$ cat config.mk
export PLATFORM = sky130hd
export DESIGN_NAME = dac_datapath_cfg
export DESIGN_NICKNAME = d
export VERILOG_FILES = /design/src/hw/dac_cfg_pkg.sv /design/src/hw/dac_datapath_cfg.sv /design/src/hw/pattern_checker.sv
export SDC_FILE = /design/constraint.sdc
export NUM_CORES = 1
export LEC_CHECK = 0
export BUFFER_PORTS_ARGS = -buffer_cell sky130_fd_sc_hd__clkbuf_2
export CAP_MARGIN = 20
export CORE_MARGIN = 2
export CORE_UTILIZATION = 50
export CTS_CLUSTER_DIAMETER = 50
export CTS_CLUSTER_SIZE = 40
export DETAILED_ROUTE_END_ITERATION = 12
export PLACE_DENSITY = 0.67
export SKIP_LAST_GASP = 1
export SLEW_MARGIN = 0
export SYNTH_ARGS = -nofsm -noshare
export SYNTH_HDL_FRONTEND = slang
export SYNTH_SLANG_ARGS = --single-unit
export TNS_END_PERCENT = 20
$ cat constraint.sdc
create_clock -name clk -period 3.4 [get_ports clk]
set_clock_uncertainty 0.2 [all_clocks]
set_input_delay 0.68 -clock clk [delete_from_list [all_inputs] [get_ports clk]]
set_output_delay 0.68 -clock clk [all_outputs]
set_load 0.02 [all_outputs]
$ cat src/hw/dac_cfg_pkg.sv
package dac_cfg_pkg;
	// ****************************************
	// register map
	// ****************************************
	localparam logic [6:0] addr_word3 = 7'h0C;
	localparam logic [6:0] addr_word4 = 7'h0D;
	localparam logic [6:0] addr_word5 = 7'h0E;
	localparam logic [6:0] addr_word6 = 7'h0F;
	localparam logic [6:0] addr_word7 = 7'h10;
	localparam logic [6:0] addr_alarm_ctrl = 7'h11;
	localparam logic [6:0] addr_polarity_sync = 7'h12;
	localparam logic [6:0] addr_route_sync = 7'h13;
	localparam logic [6:0] addr_check_status = 7'h07;
	localparam logic [6:0] addr_check_results = 7'h08;
	localparam logic [6:0] addr_word0 = 7'h09;
	localparam logic [6:0] addr_word1 = 7'h0A;
	localparam logic [6:0] addr_word2 = 7'h0B;
	// ****************************************
	// reset values
	// ****************************************
	localparam logic [7:0] rst_word0 = 8'h7A;
	localparam logic [7:0] rst_word1 = 8'hB6;
	localparam logic [7:0] rst_word2 = 8'hEA;
	localparam logic [7:0] rst_word3 = 8'h45;
	localparam logic [7:0] rst_word4 = 8'h1A;
	localparam logic [7:0] rst_word5 = 8'h16;
	localparam logic [7:0] rst_word6 = 8'hAA;
	localparam logic [7:0] rst_word7 = 8'hC6;
	localparam logic [7:0] rst_alarm_ctrl = 8'h24;
	localparam logic [7:0] rst_polarity_sync = 8'h02;
	localparam logic [7:0] rst_route_sync = 8'h00;
	// ****************************************
	// field positions
	// ****************************************
	localparam int bit_clk_alarm_mask = 4;
	localparam int bit_tx_off_mask = 3;
	localparam int bit_clk_alarm_ena = 1;
	localparam int bit_auto_off_ena = 0;
	localparam int bit_a_complement = 3;
	localparam int bit_b_complement = 2;
	localparam int bit_div_sync_ena = 1;
	localparam int bit_copy_a_to_b = 7;
	localparam int bit_copy_b_to_a = 6;
	localparam int bit_sync_sel = 1;
	localparam int bit_reverse = 0;
	localparam int bit_check_alarm = 3;
	localparam int word_count = 8;
	localparam logic [15:0] midscale = 16'h8000;
	// ****************************************
	// carriers
	// ****************************************
	typedef struct packed {
		logic wr;
		logic rd;
		logic [6:0] addr;
		logic [7:0] wdata;
	} reg_req_t;
	typedef struct packed {
		logic [15:0] a;
		logic [15:0] b;
	} sample_pair_t;
endpackage : dac_cfg_pkg

$ cat src/hw/dac_datapath_cfg.sv
`timescale 1ns/100ps
// Behaviour
// pattern words three to five stored, reset 0x45, 0x1A, 0x16
// pattern words six and seven stored, reset 0xAA, 0xC6
// clock alarm mask keeps clock alarm off pin, status still set
// transmit-off mask keeps that alarm off pin, status still set
// clock monitor alarm only active while its enable bit is set
// auto-off enable forces both outputs to midscale on clock alarm
// channel A complement inverts channel A data
// channel B complement inverts channel B data
// divider sync enable aligns divider from the selected sync source
// sync select: 0 external strobe, 1 frame marker
// copy A to B drives channel A data onto channel B
// copy B to A drives channel B data onto channel A
// reversal bit reverses input word bit order
// pattern mismatch sets pattern-check alarm status bit
// eight-bit result field flags failing input lanes
// source sends words zero to seven in order; each byte compared
module dac_datapath_cfg #(
	parameter int div_width = 2
) (
	input wire logic clk,
	input wire logic rst_b,
	input wire dac_cfg_pkg::reg_req_t reg_req,
	output logic [7:0] reg_rdata,
	input wire logic check_enable,
	input wire logic byte_valid,
	input wire logic [7:0] byte_in,
	input wire dac_cfg_pkg::sample_pair_t sample_in,
	input wire logic clk_monitor_fault,
	input wire logic tx_enable_fault,
	input wire logic external_sync_strobe,
	input wire logic frame_marker,
	output dac_cfg_pkg::sample_pair_t sample_out,
	output logic alarm_output_pin,
	output logic clk_alarm_status,
	output logic tx_off_status,
	output logic multi_sync_pulse,
	output logic [div_width-1:0] divider_phase
);
	logic [7:0] expected_word_zero, next_expected_word_zero;
	logic [7:0] expected_word_one, next_expected_word_one;
	logic [7:0] expected_word_two, next_expected_word_two;
	logic [7:0] expected_word_three, next_expected_word_three;
	logic [7:0] expected_word_four, next_expected_word_four;
	logic [7:0] expected_word_five, next_expected_word_five;
	logic [7:0] expected_word_six, next_expected_word_six;
	logic [7:0] expected_word_seven, next_expected_word_seven;
	logic [7:0] alarm_mask_enable_ctrl, next_alarm_mask_enable_ctrl;
	logic [7:0] polarity_sync_ctrl, next_polarity_sync_ctrl;
	logic [7:0] channel_route_sync_source, next_channel_route_sync_source;
	logic [7:0] next_reg_rdata;
	logic [7:0] check_results;
	logic check_alarm;
	logic clear_results;
	logic clear_alarm;
	logic [8*dac_cfg_pkg::word_count-1:0] expected_all;

	// ****************************************
	// register writes
	// ****************************************
	always_comb begin
		next_expected_word_zero = expected_word_zero;
		next_expected_word_one = expected_word_one;
		next_expected_word_two = expected_word_two;
		next_expected_word_three = expected_word_three;
		next_expected_word_four = expected_word_four;
		next_expected_word_five = expected_word_five;
		next_expected_word_six = expected_word_six;
		next_expected_word_seven = expected_word_seven;
		next_alarm_mask_enable_ctrl = alarm_mask_enable_ctrl;
		next_polarity_sync_ctrl = polarity_sync_ctrl;
		next_channel_route_sync_source = channel_route_sync_source;
		clear_results = 1'b0;
		clear_alarm = 1'b0;
		if (reg_req.wr) begin
			case (reg_req.addr)
				dac_cfg_pkg::addr_word0: next_expected_word_zero = reg_req.wdata;
				dac_cfg_pkg::addr_word1: next_expected_word_one = reg_req.wdata;
				dac_cfg_pkg::addr_word2: next_expected_word_two = reg_req.wdata;
				dac_cfg_pkg::addr_word3: next_expected_word_three = reg_req.wdata;
				dac_cfg_pkg::addr_word4: next_expected_word_four = reg_req.wdata;
				dac_cfg_pkg::addr_word5: next_expected_word_five = reg_req.wdata;
				dac_cfg_pkg::addr_word6: next_expected_word_six = reg_req.wdata;
				dac_cfg_pkg::addr_word7: next_expected_word_seven = reg_req.wdata;
				dac_cfg_pkg::addr_alarm_ctrl: next_alarm_mask_enable_ctrl = reg_req.wdata;
				dac_cfg_pkg::addr_polarity_sync: next_polarity_sync_ctrl = reg_req.wdata;
				dac_cfg_pkg::addr_route_sync: next_channel_route_sync_source = reg_req.wdata;
				dac_cfg_pkg::addr_check_status: clear_alarm = 1'b1;
				dac_cfg_pkg::addr_check_results: clear_results = 1'b1;
				default: begin
				end
			endcase
		end
	end

	// ****************************************
	// register reads
	// ****************************************
	always_comb begin
		next_reg_rdata = 8'h00;
		if (reg_req.rd) begin
			case (reg_req.addr)
				dac_cfg_pkg::addr_word0: next_reg_rdata = expected_word_zero;
				dac_cfg_pkg::addr_word1: next_reg_rdata = expected_word_one;
				dac_cfg_pkg::addr_word2: next_reg_rdata = expected_word_two;
				dac_cfg_pkg::addr_word3: next_reg_rdata = expected_word_three;
				dac_cfg_pkg::addr_word4: next_reg_rdata = expected_word_four;
				dac_cfg_pkg::addr_word5: next_reg_rdata = expected_word_five;
				dac_cfg_pkg::addr_word6: next_reg_rdata = expected_word_six;
				dac_cfg_pkg::addr_word7: next_reg_rdata = expected_word_seven;
				dac_cfg_pkg::addr_alarm_ctrl: next_reg_rdata = alarm_mask_enable_ctrl;
				dac_cfg_pkg::addr_polarity_sync: next_reg_rdata = polarity_sync_ctrl;
				dac_cfg_pkg::addr_route_sync: next_reg_rdata = channel_route_sync_source;
				dac_cfg_pkg::addr_check_status: begin
					next_reg_rdata[dac_cfg_pkg::bit_check_alarm] = check_alarm;
				end
				dac_cfg_pkg::addr_check_results: next_reg_rdata = check_results;
				default: next_reg_rdata = 8'h00;
			endcase
		end
	end

	always_ff @(posedge clk or negedge rst_b) begin
		if (!rst_b) begin
			reg_rdata <= 8'h00;
		end else begin
			reg_rdata <= next_reg_rdata;
		end
	end

	// ****************************************
	// register storage
	// ****************************************
	always_ff @(posedge clk or negedge rst_b) begin
		if (!rst_b) begin
			expected_word_zero <= dac_cfg_pkg::rst_word0;
			expected_word_one <= dac_cfg_pkg::rst_word1;
			expected_word_two <= dac_cfg_pkg::rst_word2;
			expected_word_three <= dac_cfg_pkg::rst_word3;
			expected_word_four <= dac_cfg_pkg::rst_word4;
			expected_word_five <= dac_cfg_pkg::rst_word5;
			expected_word_six <= dac_cfg_pkg::rst_word6;
			expected_word_seven <= dac_cfg_pkg::rst_word7;
			alarm_mask_enable_ctrl <= dac_cfg_pkg::rst_alarm_ctrl;
			polarity_sync_ctrl <= dac_cfg_pkg::rst_polarity_sync;
			channel_route_sync_source <= dac_cfg_pkg::rst_route_sync;
		end else begin
			expected_word_zero <= next_expected_word_zero;
			expected_word_one <= next_expected_word_one;
			expected_word_two <= next_expected_word_two;
			expected_word_three <= next_expected_word_three;
			expected_word_four <= next_expected_word_four;
			expected_word_five <= next_expected_word_five;
			expected_word_six <= next_expected_word_six;
			expected_word_seven <= next_expected_word_seven;
			alarm_mask_enable_ctrl <= next_alarm_mask_enable_ctrl;
			polarity_sync_ctrl <= next_polarity_sync_ctrl;
			channel_route_sync_source <= next_channel_route_sync_source;
		end
	end

	// ****************************************
	// pattern checker
	// ****************************************
	assign expected_all = {expected_word_seven, expected_word_six, expected_word_five,
		expected_word_four, expected_word_three, expected_word_two, expected_word_one,
		expected_word_zero};

	pattern_checker #(
		.words(dac_cfg_pkg::word_count)
	) u_checker (
		.clk(clk),
		.rst_b(rst_b),
		.enable(check_enable),
		.byte_valid(byte_valid),
		.byte_in(byte_in),
		.expected(expected_all),
		.clear_results(clear_results),
		.clear_alarm(clear_alarm),
		.results(check_results),
		.alarm(check_alarm)
	);

	// ****************************************
	// alarms
	// ****************************************
	logic clk_alarm_event;
	logic next_clk_alarm_status;
	logic next_tx_off_status;
	logic next_alarm_output_pin;

	always_comb begin
		clk_alarm_event = clk_monitor_fault &
			alarm_mask_enable_ctrl[dac_cfg_pkg::bit_clk_alarm_ena];
		next_clk_alarm_status = clk_alarm_status | clk_alarm_event;
		next_tx_off_status = tx_off_status | tx_enable_fault;
		next_alarm_output_pin =
			(next_clk_alarm_status & ~alarm_mask_enable_ctrl[dac_cfg_pkg::bit_clk_alarm_mask]) |
			(next_tx_off_status & ~alarm_mask_enable_ctrl[dac_cfg_pkg::bit_tx_off_mask]);
	end

	always_ff @(posedge clk or negedge rst_b) begin
		if (!rst_b) begin
			clk_alarm_status <= 1'b0;
			tx_off_status <= 1'b0;
			alarm_output_pin <= 1'b0;
		end else begin
			clk_alarm_status <= next_clk_alarm_status;
			tx_off_status <= next_tx_off_status;
			alarm_output_pin <= next_alarm_output_pin;
		end
	end

	// ****************************************
	// data path
	// ****************************************
	dac_cfg_pkg::sample_pair_t routed;
	dac_cfg_pkg::sample_pair_t shaped;
	dac_cfg_pkg::sample_pair_t next_sample_out;

	genvar g;
	generate
		for (g = 0; g < 16; g++) begin : g_rev
			always_comb begin
				shaped.a[g] = channel_route_sync_source[dac_cfg_pkg::bit_reverse] ?
					sample_in.a[15-g] : sample_in.a[g];
				shaped.b[g] = channel_route_sync_source[dac_cfg_pkg::bit_reverse] ?
					sample_in.b[15-g] : sample_in.b[g];
			end
		end
	endgenerate

	always_comb begin
		routed = shaped;
		if (channel_route_sync_source[dac_cfg_pkg::bit_copy_a_to_b]) begin
			routed.b = shaped.a;
		end
		if (channel_route_sync_source[dac_cfg_pkg::bit_copy_b_to_a]) begin
			routed.a = shaped.b;
		end
		if (polarity_sync_ctrl[dac_cfg_pkg::bit_a_complement]) begin
			routed.a = ~routed.a;
		end
		if (polarity_sync_ctrl[dac_cfg_pkg::bit_b_complement]) begin
			routed.b = ~routed.b;
		end
		next_sample_out = routed;
		if (alarm_mask_enable_ctrl[dac_cfg_pkg::bit_auto_off_ena] & next_clk_alarm_status) begin
			next_sample_out.a = dac_cfg_pkg::midscale;
			next_sample_out.b = dac_cfg_pkg::midscale;
		end
	end

	always_ff @(posedge clk or negedge rst_b) begin
		if (!rst_b) begin
			sample_out <= '{a: dac_cfg_pkg::midscale, b: dac_cfg_pkg::midscale};
		end else begin
			sample_out <= next_sample_out;
		end
	end

	// ****************************************
	// sync source
	// ****************************************
	logic sync_src;
	logic sync_src_d;
	logic next_multi_sync_pulse;
	logic [div_width-1:0] next_divider_phase;

	always_comb begin
		sync_src = channel_route_sync_source[dac_cfg_pkg::bit_sync_sel] ?
			frame_marker : external_sync_strobe;
		next_multi_sync_pulse = sync_src & ~sync_src_d;
	end

	always_ff @(posedge clk or negedge rst_b) begin
		if (!rst_b) begin
			sync_src_d <= 1'b0;
			multi_sync_pulse <= 1'b0;
		end else begin
			sync_src_d <= sync_src;
			multi_sync_pulse <= next_multi_sync_pulse;
		end
	end

	// ****************************************
	// clock divider
	// ****************************************
	always_comb begin
		next_divider_phase = divider_phase + 1'b1;
		if (polarity_sync_ctrl[dac_cfg_pkg::bit_div_sync_ena] & next_multi_sync_pulse) begin
			next_divider_phase = '0;
		end
	end

	always_ff @(posedge clk or negedge rst_b) begin
		if (!rst_b) begin
			divider_phase <= '0;
		end else begin
			divider_phase <= next_divider_phase;
		end
	end
endmodule : dac_datapath_cfg

$ cat src/hw/pattern_checker.sv
`timescale 1ns/100ps
module pattern_checker #(
	parameter int words = 8
) (
	input wire logic clk,
	input wire logic rst_b,
	input wire logic enable,
	input wire logic byte_valid,
	input wire logic [7:0] byte_in,
	input wire logic [words*8-1:0] expected,
	input wire logic clear_results,
	input wire logic clear_alarm,
	output logic [7:0] results,
	output logic alarm
);
	logic [$clog2(words)-1:0] index;
	logic [$clog2(words)-1:0] next_index;
	logic [7:0] next_results;
	logic next_alarm;
	logic [7:0] diff;

	// ****************************************
	// compare each byte to its word
	// ****************************************
	always_comb begin
		diff = 8'h00;
		next_index = index;
		next_results = clear_results ? 8'h00 : results;
		next_alarm = clear_alarm ? 1'b0 : alarm;
		if (!enable) begin
			next_index = '0;
		end else if (byte_valid) begin
			diff = byte_in ^ expected[index*8 +: 8];
			next_index = index + 1'b1;
			next_results = next_results | diff; // set wins
			if (diff != 8'h00) begin
				next_alarm = 1'b1; // set wins
			end
		end
	end

	always_ff @(posedge clk or negedge rst_b) begin
		if (!rst_b) begin
			index <= '0;
			results <= 8'h00;
			alarm <= 1'b0;
		end else begin
			index <= next_index;
			results <= next_results;
			alarm <= next_alarm;
		end
	end
endmodule : pattern_checker

# After elaboration in Yosys (flattened, before gate mapping)
# Cells that the tools add are included.
[word_totals]
reg_bits = 147
inputBits = 65
output_inout_bits = 46
[classes]
addsub = 2
eq_ne = 14
shifts = 1
muxes = 56
bitwise_logic = 16
reduce_logical = 12
[ops]
columns = ["operator", "count"]
rows = [
  ["16-bit two-way mux", 4],
  ["64-bit by 7-bit indexed part select with 8-bit output", 1],
  ["7-bit by 4-bit equality test with 1-bit output (second input constant)", 8],
  ["4-bit case mux with 12 select lines", 1],
  ["1-bit two-way mux", 41],
  ["3-bit case mux with 12 select lines", 1],
  ["32-bit two-way mux", 1],
  ["8-bit two-way mux", 4],
  ["16-bit inverter", 2],
  ["7-bit by 5-bit equality test with 1-bit output (second input constant)", 4],
  ["2-bit AND reduction", 11],
  ["1-bit case mux with 13 select lines", 1],
  ["8-bit bitwise OR", 1],
  ["8-bit nonzero test", 1],
  ["8-bit XOR", 1],
  ["7-bit by 3-bit equality test with 1-bit output (second input constant)", 1],
  ["1-bit AND", 6],
  ["3-bit two-way mux", 2],
  ["3-bit by 1-bit adder with 3-bit output (second input constant)", 1],
  ["1-bit inverter", 3],
  ["1-bit bitwise OR", 3],
  ["2-bit by 1-bit adder with 2-bit output (second input constant)", 1],
  ["2-bit two-way mux", 1],
  ["2-bit by 1-bit != test with 1-bit output (second input constant)", 1],
]

# Logic depth before layout (Yosys ltp)
# Gate-level depths: netlist of the first run.
[depth]
ltp_word = 7
mapped_depth = 9
ltp_nobuf = 6

# By module
# Synthesis of the first run repeated with hierarchy kept, for this count alone.
[unflattened]
hier_cells = 636
hier_area_um2 = 8013.9
[by_module_without_submodules]
columns = ["module", "instances", "cells_each", "area_each_um2", "seq_area_each_um2"]
rows = [
  ["dac_datapath_cfg", 1, 524, 6870.3, 3424.5],
  ["pattern_checker", 1, 112, 1143.6, 300.3],
]

# Worst setup path after synthesis of the first run
# No wires, ideal clock.
[synth_timing]
kind = "input port to flip-flop"
from = "input port reg_req[8] in the netlist's numbering"
to = "register reg_rdata[4]"
t_arrival_ns = 2.002
required_ns = 3.054
setup_slack_ns = 1.052
stages = 5
path_buffers = 2
cell_sequence = "buf_2 buf_2 mux4_2 a221oi_1 a21oi_1"
[synth_between]
elab_chain_len = 3
[synth_rtl]
columns = ["item", "line_no", "source"]
rows = [
  ["start: declaration", "dac_datapath_cfg.sv:24", "input wire dac_cfg_pkg::reg_req_t reg_req,"],
  ["7-bit by 4-bit equality test with 1-bit output / 7-bit by 5-bit equality test with 1-bit output (equally long branches)", "dac_datapath_cfg.sv:103", "case (reg_req.addr)"],
  ["4-bit case mux with 12 select lines *", "dac_datapath_cfg.sv:103", ""],
  ["8-bit two-way mux *", "dac_datapath_cfg.sv:102", "if (reg_req.rd) begin"],
  ["via next_reg_rdata[4]", "dac_datapath_cfg.sv:52", "logic [7:0] next_reg_rdata;"],
  ["end signal: assignment", "dac_datapath_cfg.sv:128", "reg_rdata <= next_reg_rdata;"],
  ["end: declaration", "dac_datapath_cfg.sv:25", "output logic [7:0] reg_rdata,"],
]
# The timed path passes the listed nets; every way through them passes the cells marked *.
# A chain may end at the register's enable or synchronous reset.

# Worst setup path in the final report of the first run
[layout_timing]
from = "register u_checker.index[1]"
to = "register u_checker.alarm"
[layout_between]
elab_chain_len = 6
[layout_rtl]
columns = ["item", "line_no", "source"]
rows = [
  ["start: declaration", "pattern_checker.sv:16", "logic [$clog2(words)-1:0] index;"],
  ["start signal: assignment", "pattern_checker.sv:48", "index <= next_index;"],
  ["64-bit by 7-bit indexed part select with 8-bit output", "pattern_checker.sv:33", "diff = byte_in ^ expected[index*8 +: 8];"],
  ["8-bit XOR", "pattern_checker.sv:33", ""],
  ["8-bit nonzero test", "pattern_checker.sv:36", "if (diff != 8'h00) begin"],
  ["1-bit two-way mux", "pattern_checker.sv:36", ""],
  ["1-bit two-way mux", "pattern_checker.sv:32", "end else if (byte_valid) begin"],
  ["1-bit two-way mux", "pattern_checker.sv:30", "if (!enable) begin"],
  ["via u_checker.next_alarm", "pattern_checker.sv:19", "logic next_alarm;"],
  ["end signal: assignment", "pattern_checker.sv:50", "alarm <= next_alarm;"],
  ["end: declaration", "pattern_checker.sv:14", "output logic alarm"],
]
# The timed path passes the listed nets, and every way through them passes these cells.

==> results of run 1 <==
-- kinds of logic after synthesis --
kind of cell	after synthesis	share of synthesized area
AOI/OAI and AO/OA	87	0.0743
and+or+nand+nor	115	0.0718
xor gates and xnor gates	38	0.0424
muxes	173	0.303
DFF	147	0.475
adders and majority gates	1	0.00160
buffers and inverters	54	0.0322
-- per-stage QoR --
stage	instance area (um^2)	power, mW	utilization	hold WS (ns)
after global placement	8560	3.04	0.561	0.208
after floorplan	7840	2.75	-	0.184
after global routing	9080	4.94	0.595	0.126
after CTS	9080	4.76	0.595	0.0987
final	9080	4.74	0.595	0.0630
after detailed placement	8560	3.08	0.561	0.216
-- routing by layer --
layer  global-route usage  vias up  routed length, um
li1                     -     2452                  -
met1                0.324     2768               8350
met2                0.383      224               9050
met3               0.0475       32               1350
met4               0.0927        0                426
met5                    0        -                  0
-- worst max-delay path: stages (launching register included) --
cell and delay [ns]:
dfrtp_1 0.58, buf_4 0.28, mux2i_1 0.11, mux4_2 0.48
xor2_1 0.26, nand2_1 0.12, nor4_1 0.41, o21ai_1 0.14
-- cells in the mapped netlist (2+ instances only) --
| cell | count |
|---|---|
| dfstp_2 | 37 |
| a22o_1 | 9 |
| mux2_2 | 103 |
| buf_4 | 5 |
| mux4_2 | 41 |
| o211ai_1 | 2 |
| nor3_1 | 2 |
| a32o_1 | 2 |
| and3_1 | 3 |
| xnor2_1 | 34 |
| and2_1 | 6 |
| nor2_1 | 39 |
| mux2i_1 | 29 |
| a22oi_1 | 13 |
| nand2b_1 | 3 |
| a221oi_1 | 7 |
| o22ai_1 | 6 |
| nand2_1 | 25 |
| o21ai_0 | 20 |
| a21o_1 | 5 |
| or3_1 | 6 |
| xor2_1 | 4 |
| nor2b_1 | 5 |
| buf_2 | 19 |
| a21oi_1 | 17 |
| dfrtp_1 | 110 |
| nand4_1 | 2 |
| clkbuf_1 | 26 |
| inv_1 | 2 |
| nand3_1 | 17 |
-- final timing paths --
kind	start	endpoint	slack, ns
min	rst_b	sample_out[23]	0.06
min in group clk	sync_src_d	multi_sync_pulse	0.23
max in group asynchronous	rst_b	sample_out[31]	2.06
max	u_checker.index[1]	u_checker.alarm	0.66
max reg2reg	u_checker.index[1]	u_checker.alarm	0.66
min reg2reg	sync_src_d	multi_sync_pulse	0.23
-- layout by cell type (no fill, tap or decap), drive strengths merged, types with 5 or more instances in the layout --
cell type and n:
buf 18, a21o 5, o22ai 6, a221oi 7, or3 6, o21ai 21, nor2 39, xnor2 34
a22o 9, mux2 103, dfstp 37, clkinv 6, a21oi 17, nor2b 5, mux2i 29, nand3 17
dfrtp 110, clkbuf 134, mux4 41, and2 6, nand2 25, a22oi 14
-- layout make-up --
| class | instances | share of cell area |
|---|---|---|
| timing repair buffer | 127 | 0.0767 |
| clock inverter | 6 | 0.00331 |
| inverter | 2 | 0.000826 |
| clock buffer | 25 | 0.0545 |
| tap | 211 | 0.0291 |
| multi-input combinational | 414 | 0.425 |
| sequential | 147 | 0.410 |
-- power groups by stage --
stage | Clock [mW] | Combinational (mW) | Sequential (mW)
2_1_floorplan | 0 | 0.524 | 2.22
3_3_place_gp | 0 | 0.895 | 2.15
3_5_place_dp | 0 | 0.917 | 2.16
4_1_cts | 1.71 | 0.921 | 2.13
5_1_grt | 1.78 | 0.999 | 2.16
6_report | 1.69 | 0.915 | 2.13
-- registers in the layout (all words and copies together), names as in the netlist --
signal                     cells
sample_out                    32
alarm_mask_enable_ctrl         8
channel_route_sync_source      8
expected_word_five             8
expected_word_four             8
expected_word_one              8
expected_word_seven            8
expected_word_six              8
expected_word_three            8
expected_word_two              8
expected_word_zero             8
polarity_sync_ctrl             8
reg_rdata                      8
u_checker.results              8
u_checker.index                3
divider_phase                  2
alarm_output_pin               1
clk_alarm_status               1
multi_sync_pulse               1
sync_src_d                     1
tx_off_status                  1
u_checker.alarm                1
==> reports/results.ini, run 1 <==
[placement]
place_ws_ns=0.540
placedCellCount=901
dp_hpwl_mm=13.7
io_buffers=110
globalplace.congestion=0.859

[clock_network]
ctsHoldBuffers=0
clkTransAtPathRegs_ns=0.06
cts_root_buffer=clkbuf_16
cts_resized=0
cts_buffers=17
post-cts-setup-buffers=0
htree_levels=4
cts_buffer_depth=2
clock-sinks=147
cts_tree=built
clock_latency_ns=0.42

[timing]
max_slew_margin=0.292
finalWorstSetupSlack_ns=0.663
setup-tns-final_ns=0
finalMaxSlewViolations=0
min_period_over_period=0.805
fin_crit_ns=2.74
tightest_slew_ns=1.06
setup_violations=0
rsz0062_at_grt=no
hold_viol_final=0
fmax_mhz=365

[routing]
detail-route-antenna-nets=0
drt_iter0_markers=513
num_vias=5476
viasPerCell=5.88
drc=0
routed_wl_mm=19.2
first_pass_iters=7
wl_per_cell_um=20.6

[job]
drv_cap=0

[synthesis]
synth_fp_nets=681
netlist_area_mm2=0.00784
synth_top_area_frac=0.351
yosys_warnings=0
ys_seq_area_frac=0.475
yosys_most_used_dff=dfrtp_1
synth_edf_count=0
syn-instance-count=615
synth_area_leader_cell=dfrtp_1
ys_types=46
avgSynthCellArea_um2=12.8
netlist_top_cells_area=dfrtp_1, mux2_2, dfstp_2, mux4_2, xnor2_1
ys_ff_latch=147
synthArstFlopShare=1.00

[final_layout]
diodes=0
syn2layout_area_growth_pct=15.8
multi_input_area_mm2=0.00386
drive_gt1_frac=0.470
final_nets=775
fillers=1192
seq_area_mm2=0.00373
fin_cells=932

[power]
power.internal_mw=3.40
clkPwrFrac=0.357
powerDensity_mw_per_mm2=521
p_comb_frac=0.193
vdd_drop_max_mv=0.343
p_leak_nw=3.88
netSwitchingFraction=0.282
pwr-share-seq=0.450
switching_power_mw=1.34

[die]
rows=45
die_h_um=129
initial_utilization=0.514
die_w_um=129
ioPinCount=111
core_region_area_mm2=0.0153
fp.dieArea_mm2=0.0167

[global_routing]
grt_pass1_vias=5519
antenna_found_initial=0
grtUsageTotal=0.239
overflow=0
grt_max_degree=77
grt_pass1_wl_mm=30.0

[critical_path]
end_kind=register
cp.required_ns=3.48
path_class=reg2reg
ff2ff_path_depth=7
path_max_fanout=11
arrival_ns=2.81
critPathLaunchType=register

[hold_path]
min_path_type=in2async

[run_status]
status=completed

Power figures use the tool's default switching activity.
==> run 2: changes to the inputs <==
--- a/config.mk
+++ b/config.mk
@@ -12,7 +12,7 @@
 export CTS_CLUSTER_DIAMETER = 50
 export CTS_CLUSTER_SIZE = 40
 export DETAILED_ROUTE_END_ITERATION = 12
-export PLACE_DENSITY = 0.67
+export PLACE_DENSITY = 0.7
 export SKIP_LAST_GASP = 1
 export SLEW_MARGIN = 0
 export SYNTH_ARGS = -nofsm -noshare
==> constraint.sdc (replaced) <==
create_clock -name clk -period 2.5 [get_ports clk]
set_clock_uncertainty 0.2 [all_clocks]
set_input_delay 0.5 -clock clk [delete_from_list [all_inputs] [get_ports clk]]
set_output_delay 0.5 -clock clk [all_outputs]
set_load 0.02 [all_outputs]
==> reports/results.ini, run 2 (synthesized netlist as in run 1, its figures left out) <==
[die]
core_region_area_mm2=0.0153  ; unchanged
die_w_um=129  ; unchanged
fp.dieArea_mm2=0.0167  ; unchanged
ioPinCount=111  ; unchanged
initial_utilization=0.514  ; unchanged
die_h_um=129  ; unchanged
rows=45  ; unchanged

[critical_path]
cp.required_ns=2.60  ; -0.88 ns
arrival_ns=2.44  ; -0.37 ns
r2r_start=u_checker.index[0]
r2r_end=u_checker.alarm
end_kind=register
critPathLaunchType=register
path_max_fanout=12  ; +1
ff2ff_path_depth=7  ; unchanged
path_class=reg2reg
r2r_setup_slack_ns=0.17  ; -0.49 ns

[power]
p_comb_frac=0.192  ; about the same
pwr-share-seq=0.416  ; -0.034
switching_power_mw=1.87  ; +40%
clkPwrFrac=0.392  ; +0.035
vdd_drop_max_mv=0.504  ; +47%
power.internal_mw=5.01  ; +47%
powerDensity_mw_per_mm2=731  ; +40%
netSwitchingFraction=0.272  ; -0.0102
p_leak_nw=4.05  ; +4.4%
power_mw=6.89  ; +45%

[placement]
io_buffers=110  ; unchanged
globalplace.congestion=0.916  ; +6.5%
placed_cell_area_mm2=0.00877  ; +2.5%
placedCellCount=923  ; +2.4%
dp_hpwl_mm=14.1  ; +3.0%

[timing]
setup_violations=0  ; unchanged
hold_viol_final=0  ; unchanged
max_slew_margin=0.654  ; +0.362
fmax_mhz=429  ; +17%
min_period_over_period=0.933  ; +0.128
rsz0062_at_grt=no
tightest_slew_ns=0.519  ; -0.543 ns
fin_crit_ns=2.33  ; -0.405 ns
finalMaxSlewViolations=0  ; unchanged

[routing]
drc=0  ; unchanged
detail-route-antenna-nets=0  ; unchanged
drt_iter0_markers=424  ; -17%
wl_per_cell_um=20.7  ; +0.54%
viasPerCell=5.96  ; +1.4%
num_vias=5700  ; +4.1%
routed_wl_mm=19.8  ; +3.2%
first_pass_iters=6  ; -1

[clock_network]
clock_latency_ns=0.43  ; about the same
cts_root_buffer=clkbuf_16
clkTransAtPathRegs_ns=0.06  ; about the same
post-cts-setup-buffers=0  ; unchanged
cts_resized=0  ; unchanged
cts_buffers=17  ; unchanged
cts_buffer_depth=2  ; unchanged
clock-sinks=147  ; unchanged
cts_tree=built
htree_levels=4  ; unchanged

[final_layout]
fin_util=0.617  ; +0.0220
fin_cells=957  ; +2.7%
fillers=1192  ; unchanged
diodes=0  ; unchanged
regMostFlops=sample_out
drive_gt1_frac=0.488  ; +0.0178
final_nets=799  ; +3.1%
syn2layout_area_growth_pct=20.1
largest_register_ffs=32  ; unchanged
layout_common_cells=dfrtp_1, clkbuf_2, mux2_2, mux4_2, nor2_1
design_area_mm2=0.00942  ; +3.7%

[global_routing]
grt_pass1_wl_mm=31.2  ; +4.2%
antenna_found_initial=0  ; unchanged
overflow=0  ; unchanged
grt_max_degree=69  ; -10%
grtUsageTotal=0.248  ; +0.00890
grt_pass1_vias=5822  ; +5.5%

[hold_path]
hp-start=tx_enable_fault
min_to=tx_off_status
min_path_type=in2reg
hold_depth=3

[run_status]
status=completed

[job]
drv_cap=0  ; unchanged

==> run 2: worst max path at each step <==
stage                             from               to  slack, ns  depth (start not counted)
floorplan                   reg_req[8]     reg_rdata[4]       0.33                          5
CTS                 u_checker.index[0]  u_checker.alarm       0.22                          7
global placement           reg_req[10]     reg_rdata[5]      -0.02                          8
finish              u_checker.index[0]  u_checker.alarm       0.17                          7
detailed placement         reg_req[10]     reg_rdata[5]      -0.06                          8
global route        u_checker.index[0]  u_checker.alarm       0.05                          7
==> run 2: critical path, stage by stage, from the launching register on <==
cell and delay, ns:
dfrtp_1 0.45, buf_4 0.26, mux2_2 0.36, o22ai_1 0.25
or3_1 0.18, nand4_1 0.10, nor4_1 0.30, o21ai_1 0.09
==> run 2: power groups by stage <==
| stage | Combinational [mW] | Clock, mW | Sequential [mW] |
|---|---|---|---|
| 6_report | 1.32 | 2.70 | 2.86 |
| 5_1_grt | 1.43 | 2.84 | 2.89 |
| 4_1_cts | 1.33 | 2.73 | 2.86 |
| 3_5_place_dp | 1.32 | 0 | 2.90 |
| 3_3_place_gp | 1.28 | 0 | 2.89 |
| 2_1_floorplan | 0.713 | 0 | 3.03 |
==> run 2: repair_timing <==
action	in CTS	in global routing
endpoints found under the hold margin	40	0
hold buffers	1	0
setup endpoints to repair	0	0
==> run 2: cell type report <==
type | count | area, um^2 | area share
Clock inverter | 10 | 156 | 0.0166
Multi-Input combinational cell | 414 | 3860 | 0.410
Clock buffer | 22 | 464 | 0.0493
Tap cell | 211 | 264 | 0.0280
Inverter | 2 | 7.51 | 0.000797
Timing Repair Buffer | 151 | 937 | 0.0995
Sequential cell | 147 | 3730 | 0.396
==> run 2: per-layer routing <==
metal,share of wire,track usage
met5,0,0
met4,0.023,0.0978
met3,0.064,0.0570
met2,0.49,0.400
met1,0.42,0.328
==> run 2: through the flow <==
step	setup TNS, ns	hold WS (ns)	setup WS, ns
floorplan	0	0.00441	0.332
global placement	-0.0228	0.207	-0.0228
detailed placement	-0.0691	0.221	-0.0617
CTS	0	0.0830	0.216
global route	0	0.0965	0.0471
finish	0	0.0837	0.168
==> run 3: changes to the inputs <==
--- a/config.mk
+++ b/config.mk
@@ -7,12 +7,11 @@
 export LEC_CHECK = 0
 export BUFFER_PORTS_ARGS = -buffer_cell sky130_fd_sc_hd__clkbuf_2
 export CAP_MARGIN = 20
-export CORE_MARGIN = 2
 export CORE_UTILIZATION = 50
 export CTS_CLUSTER_DIAMETER = 50
 export CTS_CLUSTER_SIZE = 40
 export DETAILED_ROUTE_END_ITERATION = 12
-export PLACE_DENSITY = 0.7
+export PLACE_DENSITY = 0.74
 export SKIP_LAST_GASP = 1
 export SLEW_MARGIN = 0
 export SYNTH_ARGS = -nofsm -noshare
==> reports/results.ini, run 3 (synthesized netlist as in run 1, its figures left out) <==
[timing]
fin_crit_ns=2.28  ; -0.0472 ns
tightest_slew_ns=1.02  ; +0.497 ns
hold_viol_final=0  ; unchanged
rsz0062_at_grt=no
finalMaxSlewViolations=0  ; unchanged
max_slew_margin=0.323  ; -0.331
min_period_over_period=0.914  ; -0.0189
setup-tns-final_ns=0  ; unchanged
fmax_mhz=438  ; +2.1%
setup_violations=0  ; unchanged

[die]
initial_utilization=0.514  ; unchanged
die_h_um=127  ; -1.5%
core_region_area_mm2=0.0153  ; unchanged
rows=45  ; unchanged
die_w_um=127  ; -1.5%
ioPinCount=111  ; unchanged
fp.dieArea_mm2=0.0162  ; -3.1%

[routing]
detail-route-antenna-nets=0  ; unchanged
drt_iter0_markers=314  ; -26%
drc=0  ; unchanged
first_pass_iters=5  ; -1
viasPerCell=5.90  ; -0.93%
wl_per_cell_um=20.3  ; -1.8%
routed_wl_mm=19.4  ; -1.8%
num_vias=5647  ; -0.93%

[critical_path]
r2r_setup_slack_ns=0.22  ; +0.05 ns
path_class=reg2reg
crit_path_max_incr_delay_ns=0.48  ; +0.03 ns
slowest_stage=mux4_2
critPathLaunchType=register
r2r_end=u_checker.alarm
r2r_start=u_checker.index[1]
end_kind=register
path_max_fanout=16  ; +4
cp-endpoint=u_checker.alarm
worstSetupStartpoint=u_checker.index[1]
arrival_ns=2.38  ; -0.06 ns
cp.required_ns=2.60  ; about the same
path_cells=buf_12, mux2i_1, mux4_2, xor2_1, nand2_1, nor4_1, o21ai_1
ff2ff_path_depth=7  ; unchanged

[power]
vdd_drop_max_mv=0.461  ; -8.4%
p_leak_nw=4.05  ; -0.14%
powerDensity_mw_per_mm2=721  ; -1.4%
power_mw=6.77  ; -1.6%

[clock_network]
clock_latency_ns=0.42  ; about the same
clkTransAtPathRegs_ns=0.06  ; about the same
htree_levels=4  ; unchanged
cts_root_buffer=clkbuf_16
cts_buffer_depth=2  ; unchanged
cts_tree=built
clock-sinks=147  ; unchanged
cts_buffers=17  ; unchanged

[global_routing]
grt_pass1_vias=5858  ; +0.62%
grtUsageTotal=0.255  ; +0.00737
antenna_found_initial=0  ; unchanged
overflow=0  ; unchanged
grt_pass1_wl_mm=31.3  ; +0.22%
grt_max_degree=59  ; -14%

[placement]
dp_hpwl_mm=14.0  ; -0.38%
io_buffers=110  ; unchanged
globalplace.congestion=0.926  ; +1.1%

[run_status]
status=completed

[final_layout]
final_nets=799  ; unchanged
syn2layout_area_growth_pct=19.8
regMostFlops=sample_out
layout_common_cells=dfrtp_1, clkbuf_2, mux2_2, mux4_2, nor2_1
drive_gt1_frac=0.489  ; +0.00134
largest_register_ffs=32  ; unchanged
diodes=0  ; unchanged

[hold_path]
min_path_type=in2reg

[job]
drv_cap=0  ; unchanged

-- run 3: through the flow --
stage                     utilization  hold slack, ns  setup slack, ns  cells  cell area [um^2]
after detailed placement        0.576           0.223           0.0718    924              8780
after floorplan                     -         0.00441            0.332    615              7840
after global placement          0.576           0.208            0.119    924              8780
final                           0.616          0.0874            0.216    957              9400
after global routing            0.616           0.100            0.110    957              9400
after CTS                       0.616          0.0731            0.230    957              9400
-- run 3: layout make-up --
| type | count | area [um^2] |
|---|---|---|
| multi-input cells | 414 | 3860 |
| clock inverters | 10 | 131 |
| flip-flops and latches | 147 | 3730 |
| clock buffers | 22 | 474 |
| inverters | 2 | 7.51 |
| well taps | 211 | 264 |
| fillers | 1179 | 5860 |
| repair buffers | 151 | 930 |
-- run 3: report_power, final --
part           switching [mW]  internal, mW  total (mW)
clock                   0.950          1.64        2.59
sequential              0.170          2.69        2.86
combinational           0.715         0.603        1.32
-- run 3: per-layer routing --
layer  vias to the layer above  part of all wire  GRT usage
li1                       2509                 -          -
met1                      2851              0.43      0.326
met2                       244              0.48      0.422
met3                        43             0.067     0.0599
met4                         0             0.026      0.103
met5                         -                 0          0
-- run 3: worst min path at each step --
stage	start	end	slack, ns	cells after the start
floorplan	rst_b	alarm_mask_enable_ctrl[0]	0.004	0
global placement	sync_src_d	multi_sync_pulse	0.21	1
detailed placement	sync_src_d	multi_sync_pulse	0.22	1
CTS	tx_enable_fault	tx_off_status	0.07	3
global route	tx_enable_fault	tx_off_status	0.1	3
finish	tx_enable_fault	tx_off_status	0.09	3
-- run 3: repair_timing --
| action | CTS | global route |
|---|---|---|
| setup buffers | 0 | 0 |
| hold buffers | 1 | 0 |
| resized for setup | 0 | 0 |
| hold endpoints to repair | 41 | 0 |
-- run 3: critical path, delay by kind of cell, from the launching register on --
family | cells | cell delay, ns
compound gates | 1 | 0.09
xor+xnor | 1 | 0.19
mux | 2 | 0.61
flops | 1 | 0.44
buf+inv | 1 | 0.18
simple gates | 2 | 0.44
